--- src/cmp_ctrl_defines.svh ---
// register offsets, field positions, reset values and timing counts
// included by the comparator control module and the bench
`ifndef CMP_CTRL_DEFINES_SVH
`define CMP_CTRL_DEFINES_SVH

// ----------------------------------------------------------------
// register byte offsets (32-bit aligned words)
// ----------------------------------------------------------------
`define CMP_OFS_CTRL0      8'h00
`define CMP_OFS_CTRL1      8'h04
`define CMP_OFS_IRQ_STAT   8'h08
`define CMP_OFS_IRQ_EN     8'h0C
`define CMP_OFS_IRQ_CLR    8'h10
`define CMP_OFS_PIN_CFG    8'h14

// ----------------------------------------------------------------
// control register fields
// ----------------------------------------------------------------
`define CMP_BIT_ENABLE     7
`define CMP_BIT_OUT_STATE  6
`define CMP_BIT_RISE_FLAG  5
`define CMP_BIT_FALL_FLAG  4
`define CMP_POS_HYS_HI     3
`define CMP_POS_HYS_LO     2
`define CMP_NEG_HYS_HI     1
`define CMP_NEG_HYS_LO     0
`define CMP_CTRL_RESET     8'h00

// ----------------------------------------------------------------
// pin routing fields: per channel route bit and push-pull bit
// ----------------------------------------------------------------
`define CMP_BIT_ROUTE0     0
`define CMP_BIT_PUSHPULL0  1
`define CMP_BIT_ROUTE1     2
`define CMP_BIT_PUSHPULL1  3
`define CMP_BIT_RST_SRC    4

// ----------------------------------------------------------------
// timing: settling time after enable, in microseconds
// ----------------------------------------------------------------
`define CMP_SETTLE_US      20000
`define CMP_CLK_MHZ        125

`endif

--- src/cmp_ctrl_pkg.sv ---
// types shared by the comparator control block
// assumes cmp_ctrl_defines.svh is on the include path
package cmp_ctrl_pkg;

   // hysteresis setting codes
   typedef enum logic [1:0] {
      HYS_OFF,
      HYS_2MV,
      HYS_4MV,
      HYS_10MV
   } hys_sel_t;

   typedef logic [1:0] hys_pair_t;

endpackage

--- src/cmp_ctrl.sv ---
// dual comparator control and status logic, wishbone slave
// assumes asynchronous comparator outputs from analog cores and a port
// pin mux outside that turns out/oe into the pin level
//
// The register addresses and the Wishbone interface to the registers are this design's own decisions.
`timescale 1ns/1ps
`include "cmp_ctrl_defines.svh"

module cmp_ctrl #(
   parameter int SETTLE_CYCLES = `CMP_SETTLE_US * `CMP_CLK_MHZ
) (
   input  wire logic                     clk_in,
   input  wire logic                     rst_n_in,
   input  wire logic                     clk_en_in,
   // wishbone classic slave
   input  wire logic                     wb_cyc_in,
   input  wire logic                     wb_stb_in,
   input  wire logic                     wb_we_in,
   input  wire logic [7:0]               wb_adr_in,
   input  wire logic [31:0]              wb_dat_in,
   input  wire logic [3:0]               wb_sel_in,
   output logic      [31:0]              wb_dat_out,
   output logic                          wb_ack_out,
   // analog cores
   input  wire logic [1:0]               cmp_raw_in,
   output logic      [1:0]               cmp_power_out,
   output cmp_ctrl_pkg::hys_pair_t       cmp0_pos_hys_out,
   output cmp_ctrl_pkg::hys_pair_t       cmp0_neg_hys_out,
   output cmp_ctrl_pkg::hys_pair_t       cmp1_pos_hys_out,
   output cmp_ctrl_pkg::hys_pair_t       cmp1_neg_hys_out,
   // port 1 pins
   output logic      [1:0]               pin_out,
   output logic      [1:0]               pin_oe_out,
   // system
   output logic      [1:0]               cmp_settled_out,
   output logic                          cmp_reset_req_out,
   output logic                          irq_out
);
   import cmp_ctrl_pkg::*;

   // the settle counter is 24 bits wide
   if (SETTLE_CYCLES < 1 || SETTLE_CYCLES > 32'h00FF_FFFF) begin : g_chk
      $error("SETTLE_CYCLES out of range");
   end

   // ----------------------------------------------------------------
   // state
   // ----------------------------------------------------------------
   typedef struct packed {
      logic [1:0]       sync1;
      logic [1:0]       sync2;
      logic [1:0]       prev;
      logic [1:0]       en;
      logic [1:0][3:0]  hys;
      logic [1:0]       rise;
      logic [1:0]       fall;
      logic [3:0]       irq_en;
      logic [4:0]       pin_cfg;
      logic [1:0][23:0] settle;
      logic [1:0]       settled;
      logic [1:0]       pin;
      logic [1:0]       pin_oe;
      logic             rst_req;
      logic             irq;
      logic             ack;
      logic [31:0]      dat;
   } state_t;

   state_t state_reg;
   state_t state_next;

   logic        req;
   logic        wr;
   logic [1:0]  live;
   logic [1:0]  rise_ev;
   logic [1:0]  fall_ev;
   logic [3:0]  stat;
   logic [31:0] rdata;

   always_comb begin
      state_next = state_reg;
      req = wb_cyc_in && wb_stb_in && !state_reg.ack;
      wr = req && wb_we_in && wb_sel_in[0];
      // first stage feeds only the second stage
      state_next.sync1 = cmp_raw_in;
      state_next.sync2 = state_reg.sync1;
      // a disabled core reads low, so it makes no edges
      live = state_reg.sync2 & state_reg.en;
      state_next.prev = live;
      rise_ev = live & ~state_reg.prev;
      fall_ev = ~live & state_reg.prev & state_reg.en;

      // ----------------------------------------------------------------
      // register reads
      // ----------------------------------------------------------------
      stat = {state_reg.fall, state_reg.rise};
      unique case (wb_adr_in)
         `CMP_OFS_CTRL0, `CMP_OFS_CTRL1: begin
            rdata = {24'h00_0000,
                     state_reg.en[wb_adr_in[2]],
                     live[wb_adr_in[2]],
                     state_reg.rise[wb_adr_in[2]],
                     state_reg.fall[wb_adr_in[2]],
                     state_reg.hys[wb_adr_in[2]]};
         end
         `CMP_OFS_IRQ_STAT: rdata = {28'h000_0000, stat};
         `CMP_OFS_IRQ_EN:   rdata = {28'h000_0000, state_reg.irq_en};
         `CMP_OFS_PIN_CFG:  rdata = {27'h000_0000, state_reg.pin_cfg};
         default:           rdata = 32'h0000_0000;
      endcase
      state_next.ack = req;
      if (req) begin
         state_next.dat = rdata;
      end

      // ----------------------------------------------------------------
      // register writes and flags; hardware set beats software clear
      // ----------------------------------------------------------------
      for (int i = 0; i < 2; i++) begin
         if (wr && wb_adr_in == (i == 0 ? `CMP_OFS_CTRL0 : `CMP_OFS_CTRL1))
         begin
            state_next.en[i] = wb_dat_in[`CMP_BIT_ENABLE];
            state_next.hys[i] = wb_dat_in[3:0];
            // writing 0 clears a flag, writing 1 leaves it
            if (!wb_dat_in[`CMP_BIT_RISE_FLAG]) begin
               state_next.rise[i] = 1'b0;
            end
            if (!wb_dat_in[`CMP_BIT_FALL_FLAG]) begin
               state_next.fall[i] = 1'b0;
            end
         end
         if (wr && wb_adr_in == `CMP_OFS_IRQ_CLR) begin
            if (wb_dat_in[i]) begin
               state_next.rise[i] = 1'b0;
            end
            if (wb_dat_in[i + 2]) begin
               state_next.fall[i] = 1'b0;
            end
         end
         if (rise_ev[i]) begin
            state_next.rise[i] = 1'b1;
         end
         if (fall_ev[i]) begin
            state_next.fall[i] = 1'b1;
         end
         // settle counter restarts on every enable; settled also gates the reset request
         if (!state_next.en[i]) begin
            state_next.settle[i] = 24'h00_0000;
            state_next.settled[i] = 1'b0;
         end else if (state_reg.settle[i] != SETTLE_CYCLES[23:0]) begin
            state_next.settle[i] = state_reg.settle[i] + 24'h00_0001;
         end else begin
            state_next.settled[i] = 1'b1;
         end
      end
      if (wr && wb_adr_in == `CMP_OFS_IRQ_EN) begin
         state_next.irq_en = wb_dat_in[3:0];
      end
      if (wr && wb_adr_in == `CMP_OFS_PIN_CFG) begin
         state_next.pin_cfg = wb_dat_in[4:0];
      end

      // ----------------------------------------------------------------
      // pins, reset request and interrupt
      // ----------------------------------------------------------------
      for (int i = 0; i < 2; i++) begin
         if (state_reg.pin_cfg[2 * i]) begin
            // push-pull drives both levels, open drain only pulls low
            // open drain never drives high, the pull-up does
            state_next.pin[i] = live[i] &&
                                state_reg.pin_cfg[2 * i + 1];
            state_next.pin_oe[i] = state_reg.pin_cfg[2 * i + 1] || !live[i];
         end else begin
            state_next.pin[i] = 1'b0;
            state_next.pin_oe[i] = 1'b0;
         end
      end
      // reset request when the reset source bit is set and comparator 0 is enabled, settled and low
      state_next.rst_req = state_reg.pin_cfg[`CMP_BIT_RST_SRC] &&
                           state_reg.en[0] && state_reg.settled[0] &&
                           !live[0];
      // interrupts gated by enable so a shut core cannot interrupt
      state_next.irq = |(state_next.rise & state_next.en &
                         state_reg.irq_en[1:0]) ||
                       |(state_next.fall & state_next.en &
                         state_reg.irq_en[3:2]);
   end

   always_ff @(posedge clk_in or negedge rst_n_in) begin
      if (!rst_n_in) begin
         state_reg <= '0;
      end else if (clk_en_in) begin
         state_reg <= state_next;
      end
   end

   assign wb_dat_out        = state_reg.dat;
   assign wb_ack_out        = state_reg.ack;
   assign cmp_power_out     = state_reg.en;
   assign cmp0_pos_hys_out  = state_reg.hys[0][3:2];
   assign cmp0_neg_hys_out  = state_reg.hys[0][1:0];
   assign cmp1_pos_hys_out  = state_reg.hys[1][3:2];
   assign cmp1_neg_hys_out  = state_reg.hys[1][1:0];
   assign pin_out           = state_reg.pin;
   assign pin_oe_out        = state_reg.pin_oe;
   assign cmp_settled_out   = state_reg.settled;
   assign cmp_reset_req_out = state_reg.rst_req;
   assign irq_out           = state_reg.irq;

endmodule

--- config.mk ---
export PLATFORM = sky130hd
export DESIGN_NAME = cmp_ctrl
export DESIGN_NICKNAME = d
export VERILOG_FILES = /design/src/cmp_ctrl_pkg.sv /design/src/cmp_ctrl.sv
export VERILOG_INCLUDE_DIRS = /design/src
export SDC_FILE = /design/constraint.sdc
export NUM_CORES = 1
export LEC_CHECK = 0
export BUFFER_PORTS_ARGS = -buffer_cell sky130_fd_sc_hd__buf_4
export CORE_ASPECT_RATIO = 1.1
export CORE_MARGIN = 2
export CORE_UTILIZATION = 40
export CTS_BUF_LIST = sky130_fd_sc_hd__clkbuf_8
export DETAILED_ROUTE_END_ITERATION = 12
export PLACE_DENSITY = 0.59
export SLEW_MARGIN = 5
export SYNTH_ARGS = -nofsm -noshare
export SYNTH_HDL_FRONTEND = slang
export SYNTH_SLANG_ARGS = --single-unit
--- constraint.sdc ---
create_clock -name clk_in -period 2.6 [get_ports clk_in]
set_input_delay 0.26 -clock clk_in [delete_from_list [all_inputs] [get_ports clk_in]]
set_output_delay 0.26 -clock clk_in [all_outputs]
set_load 0.01 [all_outputs]
==> results of run 1 <==
## power groups by stage
stage | logic, W | registers (W) | clock network (W)
floorplan | 0.000315 | 0.00165 | 0
global placement | 0.000429 | 0.00167 | 0
detailed placement | 0.000438 | 0.00168 | 0
CTS | 0.000446 | 0.00165 | 0.000956
global route | 0.000496 | 0.00166 | 0.00101
finish | 0.000437 | 0.00165 | 0.000924
## cell type report
class	count	area [sq um]	share of cell area [%]
Tap cell	157	196	3.45
Inverter	10	37.5	0.660
Timing Repair Buffer	67	543	9.55
Clock inverter	6	43.8	0.770
Clock buffer	10	138	2.42
Sequential cell	94	2350	41.4
Multi-Input combinational cell	386	2380	41.8
## placed cells by master, fill, tap and decap left out, drive strengths merged, types with 2 or more instances in the layout
cell    netlist  layout
a21oi        16      16
a221o         4       4
a22o          9       9
a31oi         2       2
and2          3       3
and3         10      10
and3b         2       2
and4          7       7
buf          55      66
clkbuf       16      10
clkinv        0       3
conb          1      24
dfrtp        94      94
ha            4       4
inv          10      13
mux2         21      21
mux2i         9       9
nand2        46      46
nand3        19      19
nand3b        5       5
nand4        13      13
nor2         70      70
nor2b         2       2
nor3         14      14
nor3b         2       2
nor4          5       5
nor4b         6       6
o211ai        2       2
o21ai        24      24
o31a          2       2
or3           8       8
or4           4       4
or4b          2       2
xnor2        15      15
xor2         24      24
## critical path, stage by stage, from the launching register on
cell and delay [ps]:
sky130_fd_sc_hd__dfrtp_1 400, sky130_fd_sc_hd__or4_1 500, sky130_fd_sc_hd__or3_1 360, sky130_fd_sc_hd__o311a_1 530, sky130_fd_sc_hd__nand3_1 170, sky130_fd_sc_hd__xnor2_1 120
sky130_fd_sc_hd__nor2b_1 140
## per-layer routing
| layer | track usage, % | vias to the layer above |
|---|---|---|
| li1 | - | 1867 |
| met2 | 30.8 | 78 |
| met3 | 3.09 | 13 |
| met5 | 0 | - |
| met1 | 22.1 | 1834 |
| met4 | 6.48 | 0 |
## metrics by stage
stage	util, %	total power (W)	cell area, sq um	cells
floorplan	-	0.00196	5250	561
global route	45.2	0.00317	5690	730
finish	45.2	0.00301	5690	730
CTS	45.2	0.00305	5690	730
global placement	43.7	0.00210	5500	713
detailed placement	43.7	0.00211	5500	713
## cell families (layout without fill, tap and decap cells)
logic type	after synthesis	after routing	synth area share, %
buffers and inverters	81	93	10.1
XOR/XNOR	39	39	6.62
AND/OR/NAND/NOR	222	222	21.9
adder cells (fa/ha/maj)	4	4	0.970
multiplexers	30	30	6.40
flip-flops	94	94	45.6
other	1	24	0.0726
AO/OA/AOI/OAI	67	67	8.39
## worst min path at each step
| stage | from | endpoint | slack (ps) | cells past startpoint |
|---|---|---|---|---|
| 6_report | cmp_raw_in[0] | state_next[114]$_DFFE_PN0P_ | 120 | 2 |
| 5_1_grt | cmp_raw_in[1] | state_next[115]$_DFFE_PN0P_ | 100 | 2 |
| 4_1_cts | cmp_raw_in[0] | state_next[114]$_DFFE_PN0P_ | 100 | 2 |
| 3_5_place_dp | rst_n_in | cmp1_pos_hys_out[1]$_DFFE_PN0P_ | 330 | 1 |
| 3_3_place_gp | rst_n_in | cmp1_neg_hys_out[1]$_DFFE_PN0P_ | 310 | 1 |
| 2_1_floorplan | rst_n_in | cmp0_neg_hys_out[0]$_DFFE_PN0P_ | -40 | 0 |
==> qor.log, run 1 <==
INFO  clock_tree     cts_tree=built
INFO  yosys          post-synth-top-count-cell=sky130_fd_sc_hd__dfrtp_1
INFO  route          top_layer_used=met4
INFO  final_layout   finalNetCount=624
INFO  final_layout   n_antenna_cell=0
INFO  outcome        run_status=completed
INFO  route          wl_per_cell=16.0microns
INFO  sta            final_min_period_over_clock_period=88.1%
INFO  floorplan      die_area=13800squm
INFO  yosys          synth.top_cells.by_area=sky130_fd_sc_hd__dfrtp_1 46%, sky130_fd_sc_hd__buf_4 7.0%, sky130_fd_sc_hd__nor2_1 5.1%
INFO  clock_tree     clk-insertion-delay-late=370ps
INFO  global_routing grt_max_degree=49
INFO  floorplan      die_x=112microns
INFO  final_layout   area_growth_syn_to_layout=10.2%
INFO  final_layout   count_of_fill_cells_added_during_filler_insertion=1226
INFO  floorplan      rows=43
INFO  sta            setup-tns-final=0ps
INFO  placed_design  placement.setup.worst_slack=83.4ps
INFO  clock_tree     cts.clk_slew.worst_paths=100ps
INFO  power_and_ir_drop power_report.internal_total=0.00211W
INFO  sta            fmaxAchievable=0.436GHz
INFO  floorplan      pin_count=103
INFO  route          drt-met1-wl=5.17mm
INFO  yosys          yosys_warnings=0
INFO  route          drt-total-wl=11.7mm
INFO  floorplan      die_height=123microns
INFO  placed_design  post-dp-hpwl=8.59mm
INFO  sta            setup_viol=0
INFO  worst_setup_path crit_path_start_kind=flop
INFO  placed_design  port_buffers=50
INFO  power_and_ir_drop vdd_drop_max=0.266mV
INFO  sta            timing.slew.headroom=57.7%
INFO  floorplan      coreArea=12600squm
INFO  run            cap_violations=0
INFO  route          detail_route.vias_per_cell=5.19
INFO  min_path       hold_class=in2reg
INFO  worst_setup_path worstSetupStartpoint=state_reg[60]$_DFFE_PN0P_
INFO  route          vias=3792
INFO  yosys          synth_sequential_area_ratio=45.6%
INFO  power_and_ir_drop switchingPower=0.000903W
INFO  sta            finalWorstSetupSlack=308ps
INFO  power_and_ir_drop combinationalPowerShare=14.5%
INFO  sta            rsz0062_at_grt=no
INFO  yosys          post-synth-top-area-fraction=45.6%
INFO  worst_setup_path cp_data_required_time=2890ps
INFO  clock_tree     hold_buffers=1
INFO  worst_setup_path worst_setup_path_end_kind=flop
INFO  clock_tree     number_of_sinks_driven_by_the_clock_tree=94
INFO  yosys          synth_cell_type_count=53
INFO  worst_setup_path crit_path_max_fanout=11
INFO  sta            finClkSkew=11.0ps
INFO  clock_tree     cts_inserted_buffers=9
INFO  power_and_ir_drop power.static_leakage=2.63nW
INFO  route          wl_met2=5.90mm
INFO  worst_setup_path worst_r2r_src=state_reg[60]$_DFFE_PN0P_
INFO  final_layout   drive_above_1_share=18.8%
INFO  route          dr.pass1.iters=4
INFO  route          route.detailed.drc=0
INFO  clock_tree     resized_gates_after_cts=0
INFO  yosys          syn-instance-count=538
INFO  yosys          largest_area_contributor_in_the_synthesized_netlist=sky130_fd_sc_hd__dfrtp_1
INFO  clock_tree     htreeDepth=3
INFO  clock_tree     cts.repair_timing.setup_buffer_count=0
INFO  yosys          synth_top_cells_by_count=94 x sky130_fd_sc_hd__dfrtp_1, 70 x sky130_fd_sc_hd__nor2_1, 48 x sky130_fd_sc_hd__buf_4
INFO  worst_setup_path critical_path_class=reg2reg
INFO  global_routing grt_first_pass_wirelength=19.5mm
INFO  power_and_ir_drop clock_power_share=30.7%
INFO  route          residual_antenna_violating_net_count_after_detailed_routing=0
INFO  placed_design  globalplace.congestion=0.868
INFO  global_routing total_gr_overflow=0
INFO  global_routing antenna_violations_before_repair=0
INFO  sta            finalHoldViolations=0
INFO  global_routing aggregate_global_route_resource_usage=17.7%
INFO  sta            slew_viols_final=0
INFO  yosys          synth.ff_latch_count=94
INFO  worst_setup_path critical_path.reg2reg.endpoint=state_reg[51]$_DFFE_PN0P_
INFO  power_and_ir_drop seq_power_share=54.8%
INFO  power_and_ir_drop cellPowerDensity=529nW/um^2
INFO  clock_tree     clock_tree.buffer_depth=2
INFO  route          drtIter0Drc=307
INFO  yosys          syn_std_cell_area=5160squm
INFO  yosys          synthArstFlopShare=100%
INFO  power_and_ir_drop power_switching_share=30.0%
INFO  final_layout   largest_register_ffs=61
INFO  global_routing vias_in_the_first_global_route=3772
INFO  worst_setup_path depth_of_the_worst_register_to_register_path=6
INFO  sta            worst_hold_slack=119ps
INFO  route          met3WireLength=391microns
INFO  yosys          number_of_enable_flip_flop_cells_after_synthesis=0
INFO  worst_setup_path reg2reg_setup_slack=310ps
INFO  worst_setup_path crit_path_to=state_reg[51]$_DFFE_PN0P_
INFO  clock_tree     clock-root-buffer=sky130_fd_sc_hd__clkbuf_8
INFO  yosys          ys_dominant_reg_cell=sky130_fd_sc_hd__dfrtp_1
INFO  worst_setup_path critical_path_arrival=2590ps
INFO  sta            fin_crit=2290ps
INFO  floorplan      initial_core_util=41.0%
INFO  sta            tightestPinTransition=635ps
INFO  yosys          synthesis.area_per_instance=9.60squm
Power figures use the tool's default switching activity.
==> inputs of run 2 (changes only) <==
--- a/config.mk
+++ b/config.mk
@@ -12,7 +12,7 @@
 export CORE_UTILIZATION = 40
 export CTS_BUF_LIST = sky130_fd_sc_hd__clkbuf_8
 export DETAILED_ROUTE_END_ITERATION = 12
-export PLACE_DENSITY = 0.59
+export PLACE_DENSITY_LB_ADDON = 0.05
 export SLEW_MARGIN = 5
 export SYNTH_ARGS = -nofsm -noshare
 export SYNTH_HDL_FRONTEND = slang
==> qor.log, run 2 (same netlist as run 1, synthesis figures left out) <==
INFO  global_routing total_gr_overflow=0
INFO  route          wl_per_cell=16.4microns
INFO  clock_tree     clk-insertion-delay-late=380ps
INFO  sta            rsz0062_at_grt=no
INFO  worst_setup_path crit_path_max_fanout=11
INFO  final_layout   finalNetCount=621
INFO  route          detail_route.vias_per_cell=5.32
INFO  clock_tree     cts.repair_timing.setup_buffer_count=0
INFO  sta            slew_viols_final=0
INFO  placed_design  placement.setup.worst_slack=45.8ps
INFO  route          wl_met2=5.78mm
INFO  sta            timing.slew.headroom=59.6%
INFO  final_layout   count_of_fill_cells_added_during_filler_insertion=1271
INFO  worst_setup_path slowest_stage_cell_crit_path=sky130_fd_sc_hd__o311a_1
INFO  final_layout   area_growth_syn_to_layout=9.74%
INFO  final_layout   layout_commonest_cell=sky130_fd_sc_hd__dfrtp_1
INFO  route          drt-met1-wl=5.48mm
INFO  clock_tree     clock-root-buffer=sky130_fd_sc_hd__clkbuf_8
INFO  final_layout   drive_above_1_share=18.4%
INFO  floorplan      die_x=112microns
INFO  worst_setup_path critical_path_class=reg2reg
INFO  route          drt-total-wl=11.9mm
INFO  sta            setup-tns-final=0ps
INFO  global_routing grt_max_degree=50
INFO  global_routing vias_in_the_first_global_route=3794
INFO  clock_tree     number_of_sinks_driven_by_the_clock_tree=94
INFO  min_path       hold_class=in2reg
INFO  sta            tightestPinTransition=605ps
INFO  route          met3WireLength=358microns
INFO  clock_tree     cts_inserted_buffers=9
INFO  worst_setup_path timing.critical_path.buf_inv=0
INFO  floorplan      pin_count=103
INFO  route          vias=3869
INFO  route          residual_antenna_violating_net_count_after_detailed_routing=0
INFO  worst_setup_path timing.critical_path.cells=or4_1 -> or3_1 -> o311a_1 -> nand4_1 -> xor2_1 -> nor2_1
INFO  final_layout   n_antenna_cell=0
INFO  run            cap_violations=0
INFO  sta            finalHoldViolations=0
INFO  global_routing antenna_violations_before_repair=0
INFO  power_and_ir_drop cellPowerDensity=534nW/um^2
INFO  route          route.detailed.drc=0
INFO  worst_setup_path slowest_delay=520ps
INFO  final_layout   layout_common_cells=94 x sky130_fd_sc_hd__dfrtp_1, 70 x sky130_fd_sc_hd__nor2_1, 60 x sky130_fd_sc_hd__buf_4
INFO  placed_design  port_buffers=50
INFO  floorplan      die_height=123microns
INFO  worst_setup_path crit_path_start_kind=flop
INFO  clock_tree     cts_tree=built
INFO  global_routing grt_first_pass_wirelength=19.5mm
INFO  floorplan      initial_core_util=41.0%
INFO  worst_setup_path family_with_the_most_delay_on_the_worst_path=simple AND/OR/NAND/NOR gates
INFO  route          top_layer_used=met4
INFO  sta            setup_viol=0
INFO  route          drtIter0Drc=226
INFO  sta            fmaxAchievable=0.433GHz
INFO  placed_design  post-dp-hpwl=8.46mm
INFO  power_and_ir_drop power.static_leakage=2.60nW
INFO  power_and_ir_drop design_power_total=0.00303W
INFO  route          dr.pass1.iters=4
INFO  outcome        run_status=completed
INFO  sta            finClkSkew=16.3ps
INFO  floorplan      rows=43
INFO  sta            finalWorstSetupSlack=288ps
INFO  sta            worst_hold_slack=105ps
INFO  worst_setup_path cp_data_required_time=2870ps
INFO  power_and_ir_drop vdd_drop_max=0.229mV
INFO  final_layout   utilization_after_layout=45.0%
INFO  sta            fin_crit=2310ps
INFO  clock_tree     clock_tree.buffer_depth=2
INFO  global_routing aggregate_global_route_resource_usage=17.9%
INFO  worst_setup_path critical_path_arrival=2580ps
INFO  clock_tree     htreeDepth=3
INFO  final_layout   largest_register_ffs=61
INFO  worst_setup_path worst_setup_path_end_kind=flop
INFO  sta            final_min_period_over_clock_period=88.9%
INFO  floorplan      coreArea=12600squm
INFO  floorplan      die_area=13800squm
INFO  placed_design  globalplace.congestion=0.824
INFO  clock_tree     cts.clk_slew.worst_paths=100ps
-- run 2: repair_timing --
item,4_1_cts,5_1_grt
endpoints found under the setup margin,0,0
hold buffers,1,0
hold endpoints to repair,45,0
resized for setup,0,0
-- run 2: through the flow --
step,instances,cell area [sq um]
finish,727,5670
global route,727,5670
CTS,727,5670
detailed placement,710,5470
global placement,710,5470
floorplan,561,5250
-- run 2: layout make-up --
cell class / count / area [sq um] / share of cell area, %
Timing Repair Buffer: 64 / 520 / 9.19
Inverter: 10 / 37.5 / 0.663
Clock inverter: 7 / 57.6 / 1.02
Clock buffer: 9 / 124 / 2.19
Multi-Input combinational cell: 386 / 2380 / 42.0
Sequential cell: 94 / 2350 / 41.5
Tap cell: 157 / 196 / 3.47
-- run 2: per-layer routing --
metal / vias up / track usage (%)
li1: 1857 / -
met1: 1913 / 23.3
met2: 77 / 29.9
met3: 22 / 2.50
met4: 0 / 8.31
met5: - / 0
-- run 2: power by group --
part / internal [W] / total [W] / switching, W
clock: 0.000361 / 0.000938 / 0.000577
sequential: 0.00154 / 0.00165 / 0.000106
combinational: 0.000183 / 0.000442 / 0.000259
-- run 2: final timing paths --
kind                                            from                         endpoint  slack, ps  cells after the start
min reg2reg                wb_dat_out[4]$_DFFE_PN0P_        wb_dat_out[4]$_DFFE_PN0P_        490                      2
min                                    cmp_raw_in[0]      state_next[114]$_DFFE_PN0P_        100                      2
min in group asynchronous                   rst_n_in  cmp1_pos_hys_out[1]$_DFFE_PN0P_        420                      2
max                        state_reg[60]$_DFFE_PN0P_        state_reg[49]$_DFFE_PN0P_        290                      6
max reg2reg                state_reg[60]$_DFFE_PN0P_        state_reg[49]$_DFFE_PN0P_        290                      6
max in group asynchronous                   rst_n_in        state_reg[63]$_DFFE_PN0P_       1490                      3
